**config.mk**
```make
export PLATFORM = sky130hd
export DESIGN_NAME = tmr3_ctrl
export DESIGN_NICKNAME = d
export VERILOG_FILES = /design/src/tmr3_pkg.sv /design/src/tmr3_ctrl.sv
export VERILOG_INCLUDE_DIRS = /design/src /design/src/src
export SDC_FILE = /design/constraint.sdc
export NUM_CORES = 1
export LEC_CHECK = 0
export ABC_AREA = 1
export BUFFER_PORTS_ARGS = -buffer_cell sky130_fd_sc_hd__buf_2
export CORE_MARGIN = 3
export CORE_UTILIZATION = 50
export CTS_CLUSTER_DIAMETER = 150
export CTS_CLUSTER_SIZE = 20
export DETAILED_ROUTE_END_ITERATION = 16
export PLACE_DENSITY = 0.9
export SLEW_MARGIN = 20
export SYNTH_ARGS = -nofsm -noshare
export SYNTH_HDL_FRONTEND = slang
export SYNTH_SLANG_ARGS = --single-unit
export TNS_END_PERCENT = 50
```
**constraint.sdc**
```tcl
create_clock -name clk -period 1.5 [get_ports clk]
set_input_delay 0.225 -clock clk [delete_from_list [all_inputs] [get_ports clk]]
set_output_delay 0.225 -clock clk [all_outputs]
set_load 0.02 [all_outputs]
```
**src/tmr3_regs.svh**
```systemverilog
`ifndef TMR3_REGS_SVH
`define TMR3_REGS_SVH

// control register location on the special function register bus
`define TMR3_CTRL_ADDR 8'h91
`define TMR3_CTRL_PAGE 4'h0
`define TMR3_CTRL_RESET 8'h00
`define TMR3_RDATA_IDLE 8'h00

// control register field positions
`define TMR3_BIT_HIGH_FLAG 7
`define TMR3_BIT_LOW_FLAG 6
`define TMR3_BIT_LOW_IRQ_EN 5
`define TMR3_BIT_CAPTURE_EN 4
`define TMR3_BIT_SPLIT 3
`define TMR3_BIT_RUN 2
`define TMR3_SEL_MSB 1
`define TMR3_SEL_LSB 0

// alternate clock select codes
`define TMR3_SEL_SYSDIV12 2'h0
`define TMR3_SEL_EXTOSC8 2'h1
`define TMR3_SEL_RESERVED 2'h2
`define TMR3_SEL_COMPARATOR 2'h3

// system clock prescaler for the divide-by-12 source
`define TMR3_PRESCALE_LAST 4'hb
`define TMR3_PRESCALE_ZERO 4'h0
`define TMR3_PRESCALE_STEP 4'h1

`endif

```
**src/tmr3_pkg.sv**
```systemverilog
`default_nettype none

package tmr3_pkg;

  // source of the external count tick
  typedef enum logic [1:0] {
    SRC_SYSDIV12,
    SRC_EXTOSC8,
    SRC_NONE,
    SRC_COMPARATOR
  } tmr3_clk_src_t;

  // source of the capture trigger
  typedef enum logic [1:0] {
    TRIG_COMPARATOR,
    TRIG_EXTOSC8,
    TRIG_NONE
  } tmr3_trig_src_t;

  // counter arrangement
  typedef enum logic {
    MODE_16BIT,
    MODE_SPLIT8
  } tmr3_mode_t;

endpackage : tmr3_pkg

`default_nettype wire

```
**src/tmr3_ctrl.sv**
```systemverilog
// Contract
// - set high flag on high byte wrap
// - high flag requests timer interrupt vector
// - hardware never clears either overflow flag
// - set low flag on every low wrap
// - low enable lets low wrap interrupt
// - capture enable selects capture mode
// - register at 0x91 page 0, resets zero
// - bit3 split, bit2 run, bits1:0 clock
// - split selects two 8-bit counters
// - run gates high; split low always runs
// - decode clock and capture trigger select
// - capture copies count, sets high flag
`include "tmr3_regs.svh"
`default_nettype none

module tmr3_ctrl (
  input wire logic clk,
  input wire logic rst_n,
  input wire logic ce,
  // special function register bus
  input wire logic [7:0] sfr_addr,
  input wire logic [3:0] sfr_page,
  input wire logic sfr_wr,
  input wire logic sfr_rd,
  input wire logic [7:0] sfr_wdata,
  output logic [7:0] sfr_rdata,
  // counter datapath strobes, same clock
  input wire logic high_byte_wrap,
  input wire logic low_byte_wrap,
  // interrupt controller enable for this timer
  input wire logic timer_irq_enable,
  // asynchronous trigger sources
  input wire logic comparator_in,
  input wire logic ext_osc_div8_in,
  // interrupt request, then outputs to the counter datapath
  output logic irq,
  output tmr3_pkg::tmr3_mode_t counter_mode,
  output logic high_count_enable,
  output logic low_count_enable,
  output logic capture_mode,
  output tmr3_pkg::tmr3_clk_src_t ext_clock_source,
  output tmr3_pkg::tmr3_trig_src_t capture_trigger,
  output logic ext_clock_tick,
  output logic capture_load
);

  function automatic logic rise(
    input logic prev,
    input logic cur
  );
    rise = cur & ~prev;
  endfunction : rise

  // control register fields
  logic high_overflow_flag;
  logic low_overflow_flag;
  logic low_overflow_irq_enable;
  logic capture_mode_enable;
  logic split_mode_select;
  logic run_control;
  logic [1:0] alt_clock_select;
  logic next_high_overflow_flag;
  logic next_low_overflow_flag;
  logic next_low_overflow_irq_enable;
  logic next_capture_mode_enable;
  logic next_split_mode_select;
  logic next_run_control;
  logic [1:0] next_alt_clock_select;
  logic [7:0] next_sfr_rdata;

  // trigger synchronisers and edge history
  logic comp_meta;
  logic comp_sync;
  logic comp_prev;
  logic osc_meta;
  logic osc_sync;
  logic osc_prev;
  logic next_comp_meta;
  logic next_comp_sync;
  logic next_comp_prev;
  logic next_osc_meta;
  logic next_osc_sync;
  logic next_osc_prev;

  // prescaler and event outputs
  logic [3:0] prescale;
  logic [3:0] next_prescale;
  logic next_ext_clock_tick;
  logic next_capture_load;

  logic sel_hit;
  logic wr_hit;
  logic rd_hit;
  logic comp_edge;
  logic osc_edge;
  logic div12_tick;
  logic capture_event;
  logic [7:0] ctrl_value;

  assign sel_hit = (sfr_addr == `TMR3_CTRL_ADDR) && (sfr_page == `TMR3_CTRL_PAGE);
  assign wr_hit = sfr_wr & sel_hit;
  assign rd_hit = sfr_rd & sel_hit;

  always_comb
  begin
    ctrl_value = `TMR3_CTRL_RESET;
    ctrl_value[`TMR3_BIT_HIGH_FLAG] = high_overflow_flag;
    ctrl_value[`TMR3_BIT_LOW_FLAG] = low_overflow_flag;
    ctrl_value[`TMR3_BIT_LOW_IRQ_EN] = low_overflow_irq_enable;
    ctrl_value[`TMR3_BIT_CAPTURE_EN] = capture_mode_enable;
    ctrl_value[`TMR3_BIT_SPLIT] = split_mode_select;
    ctrl_value[`TMR3_BIT_RUN] = run_control;
    ctrl_value[`TMR3_SEL_MSB:`TMR3_SEL_LSB] = alt_clock_select;
  end

  // only the second synchroniser stage feeds the edge detectors
  assign comp_edge = rise(comp_prev, comp_sync);
  assign osc_edge = rise(osc_prev, osc_sync);
  assign div12_tick = (prescale == `TMR3_PRESCALE_LAST);

  // clock and trigger decode
  always_comb
  begin
    unique case (alt_clock_select)
      `TMR3_SEL_SYSDIV12:
      begin
        ext_clock_source = tmr3_pkg::SRC_SYSDIV12;
        capture_trigger = tmr3_pkg::TRIG_COMPARATOR;
      end
      `TMR3_SEL_EXTOSC8:
      begin
        ext_clock_source = tmr3_pkg::SRC_EXTOSC8;
        capture_trigger = tmr3_pkg::TRIG_EXTOSC8;
      end
      `TMR3_SEL_COMPARATOR:
      begin
        ext_clock_source = tmr3_pkg::SRC_COMPARATOR;
        capture_trigger = tmr3_pkg::TRIG_EXTOSC8;
      end
      // reserved code: no tick and no capture, rather than guess a source
      `TMR3_SEL_RESERVED:
      begin
        ext_clock_source = tmr3_pkg::SRC_NONE;
        capture_trigger = tmr3_pkg::TRIG_NONE;
      end
    endcase
  end

  always_comb
  begin
    unique case (ext_clock_source)
      tmr3_pkg::SRC_SYSDIV12: next_ext_clock_tick = div12_tick;
      tmr3_pkg::SRC_EXTOSC8: next_ext_clock_tick = osc_edge;
      tmr3_pkg::SRC_COMPARATOR: next_ext_clock_tick = comp_edge;
      tmr3_pkg::SRC_NONE: next_ext_clock_tick = 1'b0;
    endcase
  end

  always_comb
  begin
    unique case (capture_trigger)
      tmr3_pkg::TRIG_COMPARATOR: capture_event = comp_edge;
      tmr3_pkg::TRIG_EXTOSC8: capture_event = osc_edge;
      default: capture_event = 1'b0;
    endcase
  end

  // mode outputs
  assign capture_mode = capture_mode_enable;
  assign counter_mode = split_mode_select ? tmr3_pkg::MODE_SPLIT8
                                          : tmr3_pkg::MODE_16BIT;
  assign high_count_enable = run_control;
  assign low_count_enable = split_mode_select | run_control;

  // a low wrap only interrupts when its own enable is set
  assign irq = timer_irq_enable
             & (high_overflow_flag
                | (low_overflow_flag & low_overflow_irq_enable));

  // register next state
  always_comb
  begin
    next_high_overflow_flag = high_overflow_flag;
    next_low_overflow_flag = low_overflow_flag;
    next_low_overflow_irq_enable = low_overflow_irq_enable;
    next_capture_mode_enable = capture_mode_enable;
    next_split_mode_select = split_mode_select;
    next_run_control = run_control;
    next_alt_clock_select = alt_clock_select;
    next_capture_load = capture_mode_enable & capture_event;
    if (wr_hit)
    begin
      // only software writes may clear the flags
      next_high_overflow_flag = sfr_wdata[`TMR3_BIT_HIGH_FLAG];
      next_low_overflow_flag = sfr_wdata[`TMR3_BIT_LOW_FLAG];
      next_low_overflow_irq_enable = sfr_wdata[`TMR3_BIT_LOW_IRQ_EN];
      next_capture_mode_enable = sfr_wdata[`TMR3_BIT_CAPTURE_EN];
      next_split_mode_select = sfr_wdata[`TMR3_BIT_SPLIT];
      next_run_control = sfr_wdata[`TMR3_BIT_RUN];
      next_alt_clock_select = sfr_wdata[`TMR3_SEL_MSB:`TMR3_SEL_LSB];
    end
    // a hardware set in the same cycle as a clearing write wins
    if (high_byte_wrap)
    begin
      next_high_overflow_flag = 1'b1;
    end
    if (next_capture_load)
    begin
      next_high_overflow_flag = 1'b1;
    end
    if (low_byte_wrap)
    begin
      next_low_overflow_flag = 1'b1;
    end
    next_sfr_rdata = rd_hit ? ctrl_value : `TMR3_RDATA_IDLE;
  end

  always_ff @(posedge clk)
  begin
    if (!rst_n)
    begin
      high_overflow_flag <= 1'b0;
      low_overflow_flag <= 1'b0;
      low_overflow_irq_enable <= 1'b0;
      capture_mode_enable <= 1'b0;
      split_mode_select <= 1'b0;
      run_control <= 1'b0;
      alt_clock_select <= `TMR3_SEL_SYSDIV12;
      sfr_rdata <= `TMR3_RDATA_IDLE;
      capture_load <= 1'b0;
    end
    else if (ce)
    begin
      high_overflow_flag <= next_high_overflow_flag;
      low_overflow_flag <= next_low_overflow_flag;
      low_overflow_irq_enable <= next_low_overflow_irq_enable;
      capture_mode_enable <= next_capture_mode_enable;
      split_mode_select <= next_split_mode_select;
      run_control <= next_run_control;
      alt_clock_select <= next_alt_clock_select;
      sfr_rdata <= next_sfr_rdata;
      capture_load <= next_capture_load;
    end
  end

  // synchronisers, edge history and prescaler next state
  always_comb
  begin
    next_comp_meta = comparator_in;
    next_comp_sync = comp_meta;
    next_comp_prev = comp_sync;
    next_osc_meta = ext_osc_div8_in;
    next_osc_sync = osc_meta;
    next_osc_prev = osc_sync;
    if (div12_tick)
    begin
      next_prescale = `TMR3_PRESCALE_ZERO;
    end
    else
    begin
      next_prescale = prescale + `TMR3_PRESCALE_STEP;
    end
  end

  always_ff @(posedge clk)
  begin
    if (!rst_n)
    begin
      comp_meta <= 1'b0;
      comp_sync <= 1'b0;
      comp_prev <= 1'b0;
      osc_meta <= 1'b0;
      osc_sync <= 1'b0;
      osc_prev <= 1'b0;
      prescale <= `TMR3_PRESCALE_ZERO;
      ext_clock_tick <= 1'b0;
    end
    else if (ce)
    begin
      comp_meta <= next_comp_meta;
      comp_sync <= next_comp_sync;
      comp_prev <= next_comp_prev;
      osc_meta <= next_osc_meta;
      osc_sync <= next_osc_sync;
      osc_prev <= next_osc_prev;
      prescale <= next_prescale;
      ext_clock_tick <= next_ext_clock_tick;
    end
  end

endmodule : tmr3_ctrl

`default_nettype wire

```
==> metrics.md <==
| Metric | Value |
|---|---|
| Setup bufs post-CTS | 0 |
| Sequential Power Share | 60.3% |
| Startpoint Class | flip-flop |
| Biggest regs | sfr_rdata x8, prescale x4, alt_clock_select x2 |
| Placed inst area | 1470 µm² |
| Initial antenna violation count | 0 |
| EDFF count, synth | 0 |
| Post-synthesis register bit count | 28 |
| Worst-Margin Slew | 378 ps |
| Crit Path Max Fanout | 5 |
| Worst R2R Start | alt_clock_select[0] |
| Seq/Total Area, Yosys | 45.6% |
| DR DRC count | 0 |
| Number of flip-flops in the largest register | 8 |
| Reg2reg end | high_overflow_flag |
| Clock power frac | 27.4% |
| Ys Warns | 0 |
| Most flop-heavy register | sfr_rdata |
| Clock root buffer | clkbuf_4 |
| Slowest stage cell, crit path | dfxtp_1 |
| Count of cell types in the netlist | 24 |
| Chip Width | 55.6 µm |
| Count of pins over their slew limit | 0 |
| Die area | 3090 µm² |
| Vias | 1,194 |
| Gr ovfl total | 0 |
| Worst reg2reg path depth | 9 |
| Core area | 2280 µm² |
| TritonCTS buffer count | 3 |
| Top cell type's share of synthesized area | 45.6% |
| Initial DRC count | 29 |
| Area Growth Syn to Fin | 22.7% |
| Dpl hpwl | 1990 µm |
| # clock sinks | 28 |
| Input/output buffers | 48 |
| Hold_buf cts | 0 |
| CP Class | flip-flop to primary output |
| Diode count | 0 |
| Post-synth top area cell | dfxtp_1 |
| Longest Clk Path Bufs | 2 |
| Post_cts resized | 0 |
| Synth Instances | 169 |
| Final Hold Fails | 0 |
| Fraction of registers with async set/reset | 0% |
| Clock Skews | 7.38 ps |
| Pleak | 0.000732 µW |
| Top post-synthesis cells by area | dfxtp_1 (46%), nand2_1 (9.8%), a21oi_1 (8.6%) |
| Worst R2R Setup Slack | 430 ps |
| Design area | 1510 µm² |
| Max cap viols | 0 |
| Critical path's largest stage delay | 410 ps |
| Sw Pwr | 317 µW |
| Synthesized area | 1230 µm² |
| Pwr per Cell Area | 867 nW/µm² |
| FMAX | 0.769 GHz |
| Fillers | 200 |
| Clock-pin slew on the worst setup and hold paths | 140 ps |
| Maximum VDD drop | 792 µV |
| TritonCTS clock tree | yes |
| Layout cell share with drive strength beyond 1 | 28.0% |
| Final GP Congestion | 0.765 |
| Critical Path Source | alt_clock_select[1] |
| GRT Overall Usage | 16.9% |
| Data required, critical path | 1270 ps |
| # IOs | 49 |
| Worst Hold Class | primary input to flip-flop |
| Final setup violation count | 0 |
| Cell internal pwr | 990 µW |
| Main synth FF type | dfxtp_1 |
| ANT nets after route | 0 |
| Comb pwr share | 12.3% |
| Routed wire length | 2570 µm |
| FP Rows | 17 |
| NumNets Final | 246 |
| Vias in the first global route | 1,053 |
| Synthesized area per cell | 7.27 µm² |
| Part of the cycle the worst path needs | 86.7% |
| Most common cell in the netlist | nand2_1 |
| Worst EP arrival | 1080 ps |
| Fin Hold WS | 122 ps |
| Crit. End Element | primary output |
| DR vias/cell | 4.93 |
| H-Tree Depth | 1 |
| RSZ-0062 raised after global routing | false |
| Starting density of the core | 54.0% |
| Critical Path Sink | capture_trigger[1] |
| Fin crit period | 1300 ps |
| WL/cell | 10.6 µm |
| Status | finished clean |
| Pin count of the biggest net entering global routing | 26 |
| Sw Ratio | 24.3% |
| Pre-antenna DRT Iters | 4 |
| Most frequent cells after synthesis | nand2_1 (32), dfxtp_1 (28), a21oi_1 (21) |
| Fin Setup TNS | 0 ps |
| Worst-path cell chain | inv_1, nor2_1, buf_2 |
| First-pass GRT wire length | 4370 µm |
| Max-slew headroom | 74.8% |
| Net Count, Synth | 200 |
| Worst skew pair latency | 320 ps |
| Die H | 55.6 µm |
==> cell usage in the layout (no fill, tap or decap), drive strengths merged, types with 2 or more instances in the layout <==
master	Yosys	final
a21oi	21	21
buf	4	50
clkbuf	5	4
dfxtp	28	28
inv	20	20
nand2	33	33
nand3	5	5
nand4	2	2
nor2	22	22
nor3	2	2
o21ai	22	22
==> critical path, delay by kind of cell, from the launching register on <==
| kind | cells | cell delay [ps] |
|---|---|---|
| buffers and inverters | 2 | 260 |
| AND/OR/NAND/NOR | 1 | 80 |
| flip-flops | 1 | 410 |
==> routing by layer <==
| metal | share of wire [%] | wire length, µm | global-route usage, % | vias to the layer above |
|---|---|---|---|---|
| li1 | - | - | - | 629 |
| met1 | 45 | 1150 | 20.0 | 533 |
| met2 | 48 | 1230 | 30.2 | 30 |
| met3 | 6.5 | 168 | 5.10 | 2 |
| met4 | 0.39 | 10 | 3.13 | 0 |
| met5 | 0 | 0 | 0 | - |
==> metrics by stage <==
| stage | total power, µW | instances | setup WS, ps | util (%) |
|---|---|---|---|---|
| 6_report | 1310 | 242 | 200 | 66.2 |
| 5_1_grt | 1370 | 242 | 58.4 | 66.2 |
| 4_1_cts | 1320 | 242 | 190 | 66.2 |
| 3_5_place_dp | 965 | 238 | 172 | 64.7 |
| 3_3_place_gp | 960 | 238 | 236 | 64.7 |
| 2_1_floorplan | 895 | 169 | 445 | - |
==> area by class of cell <==
class | count | area, µm² | area share [%]
flip-flops and latches | 28 | 561 | 37.2
clock buffers | 4 | 36.3 | 2.41
repair buffers | 50 | 255 | 16.9
inverters | 21 | 78.8 | 5.23
well taps | 28 | 35.0 | 2.32
multi-input cells | 111 | 542 | 35.9
==> worst min path at each step <==
stage	slack [ps]	depth (start not counted)	from	to
after global routing	130	3	comparator_in	comp_meta
after CTS	120	3	ext_osc_div8_in	next_osc_sync
final	120	3	ext_osc_div8_in	next_osc_sync
after floorplan	360	2	ext_osc_div8_in	next_osc_sync
after global placement	450	3	comparator_in	comp_meta
after detailed placement	460	2	sfr_rdata[0]	sfr_rdata[0]
==> cells by family (layout without fill, tap and decap cells) <==
family | count (synthesis) | after routing | share of synthesized area, %
XOR/XNOR | 1 | 1 | 0.713
buffers and inverters | 30 | 75 | 10.3
AO/OA/AOI/OAI | 45 | 45 | 18.9
adder cells (fa/ha/maj) | 1 | 1 | 1.02
AND/OR/NAND/NOR | 64 | 64 | 23.4
flip-flops | 28 | 28 | 45.6
==> power by group through the flow <==
stage                     combinational [µW]  sequential, µW  clock, µW
after global routing                     182             793        394
after floorplan                         79.8             815          0
after CTS                                162             789        367
after detailed placement                 161             805          0
after global placement                   155             805          0
final                                    161             789        358
Note: power is estimated with default switching activity, not from simulation.
